### src/core/ahs_pkg.sv
// shared constants, types and register map for the alarm, heater and self-test controller
package ahs_pkg;
  // clock and timebase
  localparam int unsigned CLK_PERIOD_NS = 50;
  localparam int unsigned SEC_NS = 1000000000;
  localparam int unsigned SEC_CYCLES_DEF = SEC_NS / CLK_PERIOD_NS;
  localparam int unsigned TICK_W = 25;
  // register byte offsets
  localparam logic [7:0] OFS_CTRL = 8'h00;
  localparam logic [7:0] OFS_LEVEL = 8'h04;
  localparam logic [7:0] OFS_TIMING = 8'h08;
  localparam logic [7:0] OFS_HUM = 8'h0c;
  localparam logic [7:0] OFS_STATUS = 8'h10;
  localparam logic [7:0] OFS_IRQ_STAT = 8'h14;
  localparam logic [7:0] OFS_IRQ_MASK = 8'h18;
  // field positions
  localparam int unsigned TIM_LOCK_LSB = 8;
  // limits and reset values; level is in ug/m3, 1 = 00.001 mg/m3
  localparam logic [13:0] LEVEL_MIN = 14'h0001;
  localparam logic [13:0] LEVEL_MAX = 14'h2710;
  localparam logic [13:0] LEVEL_RST = 14'h0064;
  localparam logic [5:0] TIME_MIN = 6'h01;
  localparam logic [5:0] TIME_MAX = 6'h3c;
  localparam logic [5:0] HOLD_RST = 6'h0a;
  localparam logic [5:0] LOCK_RST = 6'h0a;
  localparam logic [6:0] HUM_MAX = 7'h64;
  localparam logic [6:0] HUM_RST = 7'h32;
  localparam logic [11:0] SEC_PER_MIN = 12'h03c;
  // self-test timing in seconds; both phases together stay inside the limit
  localparam logic [7:0] TEST_MAX_SEC = 8'hb4;
  localparam logic [7:0] ZERO_SEC = TEST_MAX_SEC / 8'h02;
  localparam logic [7:0] SPAN_SEC = TEST_MAX_SEC / 8'h02;
  localparam logic [16:0] PER_15M = 17'h00384;
  localparam logic [16:0] PER_1H = 17'h00e10;
  localparam logic [16:0] PER_2H = 17'h01c20;
  localparam logic [16:0] PER_12H = 17'h0a8c0;
  localparam logic [16:0] PER_24H = 17'h15180;
  localparam logic [2:0] PERIOD_RST = 3'h4;
  // axi responses
  localparam logic [1:0] RESP_OKAY = 2'b00;
  localparam logic [1:0] RESP_SLVERR = 2'b10;
  typedef enum logic [1:0] {SRC_EVENT = 2'b00, SRC_AVG = 2'b01, SRC_REAL = 2'b10} ahs_src_t;
  typedef enum logic [1:0] {AL_IDLE = 2'b00, AL_ACTIVE = 2'b01, AL_LOCK = 2'b11} ahs_al_t;
  typedef enum logic [1:0] {ST_IDLE = 2'b00, ST_ZERO = 2'b01, ST_SPAN = 2'b11} ahs_st_t;
  typedef struct packed {
    logic [2:0] period;
    logic span_en;
    ahs_src_t src;
  } ahs_cfg_t;
  localparam ahs_cfg_t CFG_RST = '{period: PERIOD_RST, span_en: 1'b1, src: SRC_EVENT};
endpackage

### src/core/ahs_ctrl.sv
// alarm contact, humidity heater and optical self-test controller with axi4-lite registers
// Operation
// - contact pair held closed while idle, opened when the alarm triggers
// - trigger source: instrument events, averaged or instantaneous concentration
// - concentration sources trigger when the selected value exceeds the level
// - threshold level accepts 00.001 to 10.000 mg/m3
// - alarm stays active for 1 to 60 seconds, then enters the lockout
// - no reactivation until a 1 to 60 minute lockout has passed
// - humidity setpoint accepts 0 to 100 percent
// - heater switches on when sample humidity rises above the setpoint
// - heater switches off once humidity falls one percent below setpoint
// - humidity setpoint defaults to 50 percent
// - self-test interval: 15 minutes, 1, 2, 12 or 24 hours
// - each self-test run completes within three minutes
// - normal sampling is suspended while a self-test runs
// - zero phase runs the zero pump and captures a baseline
// - span phase energises the span solenoid to check the detector
// - span-enable setting lets the self-test skip the span phase
//
// The register addresses and the AXI4-Lite slave port were decided locally.
module ahs_ctrl #(
  parameter int unsigned SEC_CYCLES = ahs_pkg::SEC_CYCLES_DEF
) (
  input wire logic aclk,
  input wire logic aresetn,
  input wire logic [7:0] s_axi_awaddr,
  input wire logic s_axi_awvalid,
  output logic s_axi_awready,
  input wire logic [31:0] s_axi_wdata,
  input wire logic [3:0] s_axi_wstrb,
  input wire logic s_axi_wvalid,
  output logic s_axi_wready,
  output logic [1:0] s_axi_bresp,
  output logic s_axi_bvalid,
  input wire logic s_axi_bready,
  input wire logic [7:0] s_axi_araddr,
  input wire logic s_axi_arvalid,
  output logic s_axi_arready,
  output logic [31:0] s_axi_rdata,
  output logic [1:0] s_axi_rresp,
  output logic s_axi_rvalid,
  input wire logic s_axi_rready,
  input wire logic inst_event,
  input wire logic [13:0] conc_avg,
  input wire logic [13:0] conc_rt,
  input wire logic [7:0] sample_humidity_reading,
  output logic alarm_contact_closed,
  output logic heater_on,
  output logic zero_pump_on,
  output logic span_solenoid_on,
  output logic sampling_enable,
  output logic baseline_capture,
  output logic irq
);
  import ahs_pkg::*;

  ahs_cfg_t cfg_q;
  logic [13:0] level_q;
  logic [5:0] hold_q;
  logic [5:0] lock_q;
  logic [6:0] hum_sp_q;
  logic [2:0] irq_st_q;
  logic [2:0] irq_mask_q;
  logic [TICK_W-1:0] tick_cnt_q;
  logic tick;
  ahs_al_t al_q;
  logic [11:0] al_cnt_q;
  logic trig;
  logic heater_q;
  ahs_st_t st_q;
  logic [7:0] st_cnt_q;
  logic [16:0] per_cnt_q;
  logic [16:0] per_target;
  logic base_q;
  logic bvalid_q;
  logic [1:0] bresp_q;
  logic rvalid_q;
  logic [31:0] rdata_q;
  logic [1:0] rresp_q;
  logic wr_fire;
  logic rd_fire;
  logic [31:0] wr_cur;
  logic [31:0] wr_new;
  logic [2:0] irq_ev;
  logic [2:0] irq_clr;
  logic hum_above;
  logic hum_below;

  // byte-lane merge of a write into the current register word
  function automatic logic [31:0] merge(input logic [31:0] cur, input logic [31:0] wd, input logic [3:0] be);
    logic [31:0] r;
    r = cur;
    for (int i = 0; i < 4; i++)
    begin
      if (be[i])
      begin
        r[8*i +: 8] = wd[8*i +: 8];
      end
    end
    return r;
  endfunction

  // keep a written value inside its legal range
  function automatic logic [13:0] clamp(input logic [13:0] v, input logic [13:0] lo, input logic [13:0] hi);
    return (v < lo) ? lo : ((v > hi) ? hi : v);
  endfunction

  // register word seen by software at a given byte address
  function automatic logic [31:0] reg_word(input logic [7:0] a);
    unique case (a)
      OFS_CTRL: return {26'h0, cfg_q};
      OFS_LEVEL: return {18'h0, level_q};
      OFS_TIMING: return {18'h0, lock_q, 2'b00, hold_q};
      OFS_HUM: return {25'h0, hum_sp_q};
      OFS_STATUS: return {26'h0, alarm_contact_closed, st_q, heater_q, al_q};
      OFS_IRQ_STAT: return {29'h0, irq_st_q};
      OFS_IRQ_MASK: return {29'h0, irq_mask_q};
      default: return 32'h0;
    endcase
  endfunction

  function automatic logic mapped(input logic [7:0] a);
    return (a[1:0] == 2'b00) && (a <= OFS_IRQ_MASK);
  endfunction

  // write channel: address and data taken together, one write in flight
  assign wr_fire = s_axi_awvalid && s_axi_wvalid && !bvalid_q;
  assign s_axi_awready = wr_fire;
  assign s_axi_wready = wr_fire;
  assign rd_fire = s_axi_arvalid && !rvalid_q;
  assign s_axi_arready = rd_fire;
  assign s_axi_bvalid = bvalid_q;
  assign s_axi_bresp = bresp_q;
  assign s_axi_rvalid = rvalid_q;
  assign s_axi_rdata = rdata_q;
  assign s_axi_rresp = rresp_q;

  always_comb
  begin
    wr_cur = reg_word(s_axi_awaddr);
    wr_new = merge(wr_cur, s_axi_wdata, s_axi_wstrb);
  end

  // write response, held until the master takes it
  always_ff @(posedge aclk)
  begin
    if (!aresetn)
    begin
      bvalid_q <= 1'b0;
      bresp_q <= RESP_OKAY;
    end
    else if (wr_fire)
    begin
      bvalid_q <= 1'b1;
      bresp_q <= mapped(s_axi_awaddr) ? RESP_OKAY : RESP_SLVERR;
    end
    else if (s_axi_bready)
    begin
      bvalid_q <= 1'b0;
    end
  end

  // read data captured at address acceptance, held until rready
  always_ff @(posedge aclk)
  begin
    if (!aresetn)
    begin
      rvalid_q <= 1'b0;
      rdata_q <= 32'h0;
      rresp_q <= RESP_OKAY;
    end
    else if (rd_fire)
    begin
      rvalid_q <= 1'b1;
      rdata_q <= reg_word(s_axi_araddr);
      rresp_q <= mapped(s_axi_araddr) ? RESP_OKAY : RESP_SLVERR;
    end
    else if (s_axi_rready)
    begin
      rvalid_q <= 1'b0;
    end
  end

  // configuration registers; out-of-range writes are clamped rather than refused
  always_ff @(posedge aclk)
  begin
    if (!aresetn)
    begin
      cfg_q <= CFG_RST;
      level_q <= LEVEL_RST;
      hold_q <= HOLD_RST;
      lock_q <= LOCK_RST;
      hum_sp_q <= HUM_RST;
      irq_mask_q <= 3'h0;
    end
    else if (wr_fire)
    begin
      unique case (s_axi_awaddr)
        OFS_CTRL: cfg_q <= wr_new[5:0];
        OFS_LEVEL: level_q <= clamp(wr_new[13:0], LEVEL_MIN, LEVEL_MAX);
        OFS_TIMING:
        begin
          hold_q <= 6'(clamp({8'h0, wr_new[5:0]}, {8'h0, TIME_MIN}, {8'h0, TIME_MAX}));
          lock_q <= 6'(clamp({8'h0, wr_new[TIM_LOCK_LSB +: 6]}, {8'h0, TIME_MIN}, {8'h0, TIME_MAX}));
        end
        OFS_HUM: hum_sp_q <= 7'(clamp({7'h0, wr_new[6:0]}, 14'h0, {7'h0, HUM_MAX}));
        OFS_IRQ_MASK: irq_mask_q <= wr_new[2:0];
        default:
        begin
        end
      endcase
    end
  end

  // one-second timebase shared by all timers
  assign tick = (tick_cnt_q == TICK_W'(SEC_CYCLES - 1));
  always_ff @(posedge aclk)
  begin
    if (!aresetn || tick)
    begin
      tick_cnt_q <= '0;
    end
    else
    begin
      tick_cnt_q <= tick_cnt_q + 1'b1;
    end
  end

  // trigger source select; unused source code never triggers
  always_comb
  begin
    unique case (cfg_q.src)
      SRC_EVENT: trig = inst_event;
      SRC_AVG: trig = conc_avg > level_q;
      SRC_REAL: trig = conc_rt > level_q;
      default: trig = 1'b0;
    endcase
  end

  // alarm sequence: hold time counted first, lockout counted from its end
  always_ff @(posedge aclk)
  begin
    if (!aresetn)
    begin
      al_q <= AL_IDLE;
      al_cnt_q <= 12'h0;
    end
    else
    begin
      unique case (al_q)
        AL_IDLE:
        begin
          if (trig)
          begin
            al_q <= AL_ACTIVE;
            al_cnt_q <= {6'h0, hold_q};
          end
        end
        AL_ACTIVE:
        begin
          if (tick && al_cnt_q == 12'h1)
          begin
            al_q <= AL_LOCK;
            al_cnt_q <= 12'(lock_q) * SEC_PER_MIN;
          end
          else if (tick)
          begin
            al_cnt_q <= al_cnt_q - 1'b1;
          end
        end
        AL_LOCK:
        begin
          if (tick && al_cnt_q == 12'h1)
          begin
            al_q <= AL_IDLE;
          end
          else if (tick)
          begin
            al_cnt_q <= al_cnt_q - 1'b1;
          end
        end
        default: al_q <= AL_IDLE;
      endcase
    end
  end

  // contact is normally closed; opening it is the alarm
  assign alarm_contact_closed = (al_q != AL_ACTIVE);

  // heater hysteresis: on above setpoint, off at one percent below, else hold
  assign hum_above = {1'b0, sample_humidity_reading} > {2'b00, hum_sp_q};
  assign hum_below = ({1'b0, sample_humidity_reading} + 9'h1) <= {2'b00, hum_sp_q};
  always_ff @(posedge aclk)
  begin
    if (!aresetn)
    begin
      heater_q <= 1'b0;
    end
    else if (hum_above)
    begin
      heater_q <= 1'b1;
    end
    else if (hum_below)
    begin
      heater_q <= 1'b0;
    end
  end
  assign heater_on = heater_q;

  // self-test interval; unused codes fall back to the longest period
  always_comb
  begin
    unique case (cfg_q.period)
      3'h0: per_target = PER_15M;
      3'h1: per_target = PER_1H;
      3'h2: per_target = PER_2H;
      3'h3: per_target = PER_12H;
      default: per_target = PER_24H;
    endcase
  end

  // self-test sequence; the interval counts from the end of the previous run
  always_ff @(posedge aclk)
  begin
    if (!aresetn)
    begin
      st_q <= ST_IDLE;
      st_cnt_q <= 8'h0;
      per_cnt_q <= 17'h0;
    end
    else
    begin
      unique case (st_q)
        ST_IDLE:
        begin
          if (tick && (per_cnt_q + 17'h1) >= per_target)
          begin
            st_q <= ST_ZERO;
            st_cnt_q <= ZERO_SEC;
            per_cnt_q <= 17'h0;
          end
          else if (tick)
          begin
            per_cnt_q <= per_cnt_q + 17'h1;
          end
        end
        ST_ZERO:
        begin
          if (tick && st_cnt_q == 8'h1)
          begin
            st_q <= cfg_q.span_en ? ST_SPAN : ST_IDLE;
            st_cnt_q <= SPAN_SEC;
          end
          else if (tick)
          begin
            st_cnt_q <= st_cnt_q - 8'h1;
          end
        end
        ST_SPAN:
        begin
          if (tick && st_cnt_q == 8'h1)
          begin
            st_q <= ST_IDLE;
          end
          else if (tick)
          begin
            st_cnt_q <= st_cnt_q - 8'h1;
          end
        end
        default: st_q <= ST_IDLE;
      endcase
    end
  end

  // baseline strobe at the close of the zero phase, when the optics have flushed
  always_ff @(posedge aclk)
  begin
    if (!aresetn)
    begin
      base_q <= 1'b0;
    end
    else
    begin
      base_q <= (st_q == ST_ZERO) && tick && (st_cnt_q == 8'h1);
    end
  end

  assign baseline_capture = base_q;
  assign zero_pump_on = (st_q == ST_ZERO);
  assign span_solenoid_on = (st_q == ST_SPAN);
  assign sampling_enable = (st_q == ST_IDLE);

  // events: alarm fired, self-test finished, heater switched on
  assign irq_ev[0] = (al_q == AL_IDLE) && trig;
  assign irq_ev[1] = (st_q != ST_IDLE) && tick && (st_cnt_q == 8'h1) && !(st_q == ST_ZERO && cfg_q.span_en);
  assign irq_ev[2] = !heater_q && hum_above;
  assign irq_clr = (wr_fire && s_axi_awaddr == OFS_IRQ_STAT && s_axi_wstrb[0]) ? s_axi_wdata[2:0] : 3'h0;

  // sticky status, write one to clear; a new event beats a clear in the same cycle
  always_ff @(posedge aclk)
  begin
    if (!aresetn)
    begin
      irq_st_q <= 3'h0;
    end
    else
    begin
      irq_st_q <= (irq_st_q & ~irq_clr) | irq_ev;
    end
  end
  assign irq = |(irq_st_q & irq_mask_q);
endmodule

### config.mk
export PLATFORM = sky130hd
export DESIGN_NAME = ahs_ctrl
export DESIGN_NICKNAME = d
export VERILOG_FILES = /design/src/core/ahs_pkg.sv /design/src/core/ahs_ctrl.sv
export SDC_FILE = /design/constraint.sdc
export NUM_CORES = 1
export LEC_CHECK = 0
export BUFFER_PORTS_ARGS = -buffer_cell sky130_fd_sc_hd__buf_2
export CAP_MARGIN = 0
export CORE_MARGIN = 1.5
export CORE_UTILIZATION = 51
export DETAILED_ROUTE_END_ITERATION = 8
export GPL_TIMING_DRIVEN = 0
export PLACE_DENSITY = 0.84
export SETUP_SLACK_MARGIN = 0.3
export SLEW_MARGIN = 40
export SYNTH_ARGS = -nofsm -noshare
export SYNTH_HDL_FRONTEND = slang
export SYNTH_SLANG_ARGS = --single-unit
### constraint.sdc
create_clock -name aclk -period 5.15 [get_ports aclk]
set_input_delay 0 -clock aclk [delete_from_list [all_inputs] [get_ports aclk]]
set_output_delay 0 -clock aclk [all_outputs]
set_load 0.03 [all_outputs]
* Yosys cells after proc, flatten, opt, wreduce, memory -nomap -nowiden
Cells that the tools add are included.
Word-level totals: input bits 96, logic and storage cells 172, output and inout port bits 48, bits in registers 151
Operators by class: order comparisons 14, multiply operators 1, add/subtract/negate cells 5, equality and inequality tests 33, reduce and logical (&&, ||, !) cells 50, muxes and demuxes 43, bitwise operators 4
Operator list (number):
- 14-bit one-hot mux with 7 select lines | 2
- 17-bit one-hot mux with 4 select lines | 1
- 8-bit by 5-bit == test with 1-bit output (second input constant) | 6
- 12-bit 2-to-1 mux | 4
- 8-bit 2-to-1 mux | 5
- 12-bit one-hot mux with 3 select lines | 1
- 17-bit 2-to-1 mux | 2
- 8-bit by 4-bit == test with 1-bit output (second input constant) | 4
- 6-bit 2-to-1 mux | 5
- 14-bit > comparator | 2
- 14-bit 2-to-1 mux | 2
- 25-bit by 1-bit adder with 25-bit output (second input constant) | 1
- 25-bit == test (second input constant) | 1
- 8-bit one-hot mux with 3 select lines | 1
- 1-bit logical AND | 18
- 2-bit 2-to-1 mux | 9
- 17-bit by 1-bit adder with 17-bit output (second input constant) | 1
- 17-bit >= comparator | 1
- 8-bit by 3-bit == test with 1-bit output (second input constant) | 2
- 8-bit by 5-bit less-or-equal comparator with 1-bit output (second input constant) | 2
- 8-bit logical NOT | 2
- 14-bit > comparator (second input constant) | 1
- 14-bit by 1-bit < comparator with 1-bit output (second input constant) | 1
- 12-bit by 1-bit == test with 1-bit output (second input constant) | 1
- 33 further kinds | 75

* Longest topological paths before layout
depth after elaboration 8, depth in mapped cells 18

* Worst setup path after synthesis
No wires, ideal clock.
path type register -> register, from register per_cnt_q[0], to register st_cnt_q[1], setup time 70 ps, cell stages (with the launch flop) 16, path slack 1301 ps, path buffers 0, data arrival time 3778 ps, cells stage by stage dfxtp_1 -> ha_1 -> and3_1 -> nand3_1 -> nor3_1 -> nand3_1 -> xnor2_1 -> ha_1 -> a21o_1 -> a21o_1 -> a221o_1 -> a31oi_1 -> o2bb2ai_1 -> nand2_1 -> mux2_2 -> a21oi_1
On the way: word-level cells in the longest chain between the ends 5
RTL lines:
- from (decl) | line ahs_ctrl.sv:72 | logic [16:0] per_cnt_q;
- from (signal assigned) | line ahs_ctrl.sv:344 | per_cnt_q <= per_cnt_q + 17'h1;
- 17-bit by 1-bit adder with 17-bit output | line ahs_ctrl.sv:336 | if (tick && (per_cnt_q + 17'h1) >= per_target)
- 17-bit >= comparator | line ahs_ctrl.sv:336
- 1-bit logical AND | line ahs_ctrl.sv:336
- 2-bit by 1-bit inequality test with 1-bit output (no source line)
- 3-bit AND reduction (no source line)
- to (signal assigned) | line ahs_ctrl.sv:356 | st_cnt_q <= st_cnt_q - 8'h1;
- to (signal assigned) | line ahs_ctrl.sv:367 | st_cnt_q <= st_cnt_q - 8'h1;
- to (decl) | line ahs_ctrl.sv:71 | logic [7:0] st_cnt_q;
No other way between the ends. A chain may end at the register's enable or synchronous reset.

* Worst setup path after layout
from register per_cnt_q[0], to register per_cnt_q[5]
On the way: word-level cells in the longest chain between the ends 5
RTL lines (line):
- 17-bit by 1-bit adder with 17-bit output * | ahs_ctrl.sv:336, ahs_ctrl.sv:344
- 17-bit >= comparator | ahs_ctrl.sv:336
- 1-bit logical AND | ahs_ctrl.sv:336
- 2-bit nonzero test (no source line)
- 2-bit AND reduction (no source line)
Every way passes the cells marked *; elsewhere a longest branch is shown, timed or not. The select of a mux whose other input is x is not followed.

==> summary by stage <==
Timing
The max-slew violation count was 0. The clock period could shrink to 4470 ps. The final hold violation count is 0.

The final setup violation count is 0. The transition time of the tightest slew-check pin is 839 ps. After layout, the worst path uses 86.9% of the clock period. The hold slack is 32.2 ps. The relative max-transition margin is 43.7%.

The final setup TNS is 0 ps. The fmax is 223 MHz. Setup slack closes at 675 ps. For the final database, setup skew stands at 10.7 ps. Setup repair after global routing left no endpoint under its margin.

Critical path
The setup path with the least slack is of type reg -> reg. The kind of start point of the critical path is a flop. In this design, the stage delay of the slowest critical-path cell is 460 ps. The endpoint type of the worst setup path is a flop. The critical path runs through a total of 16 cells. The signal on the critical path passes through ha_1 > and3_1 > nand3_1 > nor3_2 > nand3_1 > xnor2_1 > ha_1 > a21o_1 > a21o_1 > a221o_1 > a31oi_2 > nand2b_1 > clkbuf_1 > a21oi_1 > nor2_1 > o21a_1. The largest individual stage delay along the critical path comes from the cell sky130_fd_sc_hd__dfxtp_1. The startpoint of the most critical register-to-register path is per_cnt_q[0]$_SDFFE_PN0P_.

The worst register-to-register path has a depth of 16. The largest delay contributor family on the critical path is simple AND/OR/NAND/NOR gates. Counting both buffers and inverters, the worst setup path holds a total of 1. The critical path arrival is 4850 ps.

The worst path required time is 5530 ps. The timing startpoint of the critical path is per_cnt_q[0]$_SDFFE_PN0P_. In this run the worst path has a maximum fanout of 10.

Route
The per-cell routed wire length is 18.4 um. The via-per-instance ratio is 6.16. The total via count in the routed design is 9451. The detail route stage leaves a number of antenna-violating nets equal to 0. After detailed routing, the number of remaining DRC violations is 0.

The first detailed-routing pass ran for 8 iterations. The initial detailed-routing violation count is 1046. The final wirelength is 28200 um.

Power
For this design the ratio of total power to cell area is 238 mW/mm^2. The completed layout was analyzed and its total power is 2.55 mW. VDD sags by at most 0.231 mV. In this run the static leakage power is 4.53 nW.

Clock network
The maximum level of the CTS H-tree is 4. The number of CTS-inserted buffers is 17. Post-CTS timing repair inserted 0 buffers for setup. CTS placed an instance of sky130_fd_sc_hd__clkbuf_16 at the clock tree root. CTS saw 131 sinks. Counting along the longest clock path gives a buffer depth of 2. The latest clock arrival within the worst-skew pair is 430 ps. The TritonCTS clock tree is done. The clock slew seen by the registers of the worst setup and hold paths is 60 ps.

Worst hold path
The startpoint of the lowest-slack hold path is s_axi_wdata[4]. The class of the worst hold path is in -> reg. The cell depth of the worst hold path is 3.

Synth
The cell area after synthesis is 0.00917 sq mm. The instance count of the mapped netlist is 1151. The count of warnings emitted by yosys is 0. The number of different library cells used by synthesis comes to 76. The async set or reset register ratio after synthesis is 0%. The count of flip-flops with a built-in enable after synthesis is 0. The post-synthesis sequential element count is 131. The average instance in the mapped netlist occupies 7.97 sq um. The most used flip-flop cell after synthesis is sky130_fd_sc_hd__dfxtp_1. After synthesis, flip-flops and latches occupy 28.6% of the total area.

Run
The number of max-cap violations is 0.

Cells and area
In the final layout, the share of cells above drive strength 1 is 14.6%. The count of inserted antenna diode cells is 0. In the layout the commonest cells are 131 x sky130_fd_sc_hd__dfxtp_1, 127 x sky130_fd_sc_hd__nor2_1, 108 x sky130_fd_sc_hd__nand2_1. At the end of the flow the core is filled with cells to 61.6%. The area of all placed cells without fillers is 0.0107 sq mm. The net count of the finished layout is 1479. The filler cells instantiated in the layout total 1480. The area used by sequential logic in the layout is 0.00262 sq mm. The synthesis-to-finish area growth is 17.1%.

The number of non-filler instances in the completed layout is 1535. The library cell used most frequently in the layout, excluding fill and tap cells, is sky130_fd_sc_hd__dfxtp_1. The multi-input gate area in the final layout is 0.00605 sq mm.

Floorplan
The number of standard-cell rows in the floorplan is 48. 144 I/O pins were placed. The die is 137 um wide. The initial utilization of the core area, before any placement, comes to 52.6%. The height of the die is 137 um. The placeable core area is 0.0174 sq mm.

The die covers 0.0188 sq mm.

Placement
The placed instances occupy a cell area of 0.0100 sq mm. The routability congestion estimate from global placement is 1.01. The setup slack at placement is 471 ps. The detailed placement HPWL is 21300 um. The count of buffers added on input and output ports is 100. The number of cells in the design after placement is 1495.

Global route
The maximum number of pins on one net before global-route repair is 17. The number of antenna violations at the first check in global routing is 0. For this run, the total global-route usage over all layers was measured as 30.5%.

The number of global-route vias before repair was 8697. The first global-routing pass estimated 44300 um of wire. The remaining global-route overflow is 0.

Status
The run finished with clean final reports.
[synth_stat cells, types with 4 or more instances]
library cell | n | share of area, %
sky130_fd_sc_hd__ha_1 | 77 | 11
sky130_fd_sc_hd__a21o_1 | 21 | 1.7
sky130_fd_sc_hd__a221o_1 | 5 | 0.55
sky130_fd_sc_hd__nor2b_1 | 9 | 0.61
sky130_fd_sc_hd__xor2_1 | 27 | 2.6
sky130_fd_sc_hd__nor4_1 | 12 | 0.82
sky130_fd_sc_hd__xnor2_1 | 24 | 2.3
sky130_fd_sc_hd__nand2_1 | 108 | 4.4
sky130_fd_sc_hd__or3_1 | 15 | 1.0
sky130_fd_sc_hd__mux2_2 | 4 | 0.49
sky130_fd_sc_hd__and3_1 | 16 | 1.1
sky130_fd_sc_hd__nand3_1 | 51 | 2.8
sky130_fd_sc_hd__or4_1 | 4 | 0.33
sky130_fd_sc_hd__and2_1 | 8 | 0.55
sky130_fd_sc_hd__clkbuf_1 | 45 | 1.8
sky130_fd_sc_hd__mux2i_1 | 7 | 0.76
sky130_fd_sc_hd__o31ai_1 | 5 | 0.41
sky130_fd_sc_hd__nor3_1 | 26 | 1.4
sky130_fd_sc_hd__fa_1 | 9 | 2.0
sky130_fd_sc_hd__nor2_1 | 127 | 5.2
sky130_fd_sc_hd__nand3b_1 | 5 | 0.41
sky130_fd_sc_hd__buf_4 | 22 | 1.8
sky130_fd_sc_hd__nand2b_1 | 12 | 0.82
sky130_fd_sc_hd__o211ai_1 | 13 | 1.1
sky130_fd_sc_hd__a22o_1 | 12 | 1.1
sky130_fd_sc_hd__a31oi_1 | 6 | 0.41
sky130_fd_sc_hd__inv_1 | 67 | 2.7
sky130_fd_sc_hd__o21a_1 | 13 | 1.1
sky130_fd_sc_hd__or2_2 | 8 | 0.55
sky130_fd_sc_hd__a22oi_1 | 27 | 2.2
sky130_fd_sc_hd__and4_1 | 7 | 0.67
sky130_fd_sc_hd__a2111oi_0 | 4 | 0.38
sky130_fd_sc_hd__nand4_1 | 15 | 1.0
sky130_fd_sc_hd__o21ai_0 | 37 | 2.0
sky130_fd_sc_hd__o311ai_0 | 4 | 0.38
sky130_fd_sc_hd__a222oi_1 | 8 | 0.87
sky130_fd_sc_hd__a221oi_1 | 9 | 0.86
sky130_fd_sc_hd__a21oi_1 | 81 | 4.4
sky130_fd_sc_hd__a211oi_1 | 13 | 1.1
sky130_fd_sc_hd__dfxtp_1 | 131 | 29
[worst min-delay path: stages]
cell,delay [ps]
sky130_fd_sc_hd__buf_2,100
sky130_fd_sc_hd__a21oi_1,110
sky130_fd_sc_hd__a211oi_1,200
[area by class of cell]
cell class / count / share of cell area, %
clock inverter: 13 / 1.41
tap: 225 / 2.62
clock buffer: 19 / 4.13
buffer: 71 / 3.36
sequential: 131 / 24.4
inverter: 67 / 2.34
timing repair buffer: 108 / 5.41
multi-input combinational: 901 / 56.3
[worst paths after layout]
path	slack (ps)	to
setup reg to reg	680	per_cnt_q[5]$_SDFFE_PN0P_
hold / removal	30	hold_q[4]$_SDFFE_PN0P_
hold reg to reg	450	tick_cnt_q[0]$_SDFF_PP0_
setup / recovery	680	per_cnt_q[5]$_SDFFE_PN0P_
[flip-flops by register name, indices dropped and copies added, names as in the netlist, 7 cells and up]
name,count
s_axi_rdata,14
tick_cnt_q,25
level_q,14
per_cnt_q,17
al_cnt_q,12
hum_sp_q,7
st_cnt_q,8
[kinds of logic after synthesis]
logic type	synth area share [%]
mux	1.99
compound gates	21.7
xor+xnor	4.87
simple gates	23.6
other cells	0.0409
flops	28.6
buf+inv	6.67
fa+ha+maj	12.5
[per-layer routing]
| layer | vias to the layer above | track usage, % | wire (um) |
|---|---|---|---|
| met5 | - | 0 | 0 |
| met4 | 0 | 12.4 | 1010 |
| met3 | 91 | 7.70 | 2630 |
| met2 | 487 | 50.4 | 13200 |
| met1 | 4441 | 37.7 | 11400 |
| li1 | 4432 | - | - |
[report_power, final]
group | internal, mW | total, mW | switching (mW)
clock network | 0.733 | 1.23 | 0.497
registers | 1.02 | 1.03 | 0.0114
logic | 0.104 | 0.287 | 0.183
total | 1.86 | 2.55 | 0.691
[timing repair]
item	CTS	global route
endpoints found under the setup margin	0	20
hold endpoints to repair	9	0
hold buffers	8	0
resized for setup	0	2
Note: power is estimated with default switching activity, not from simulation.
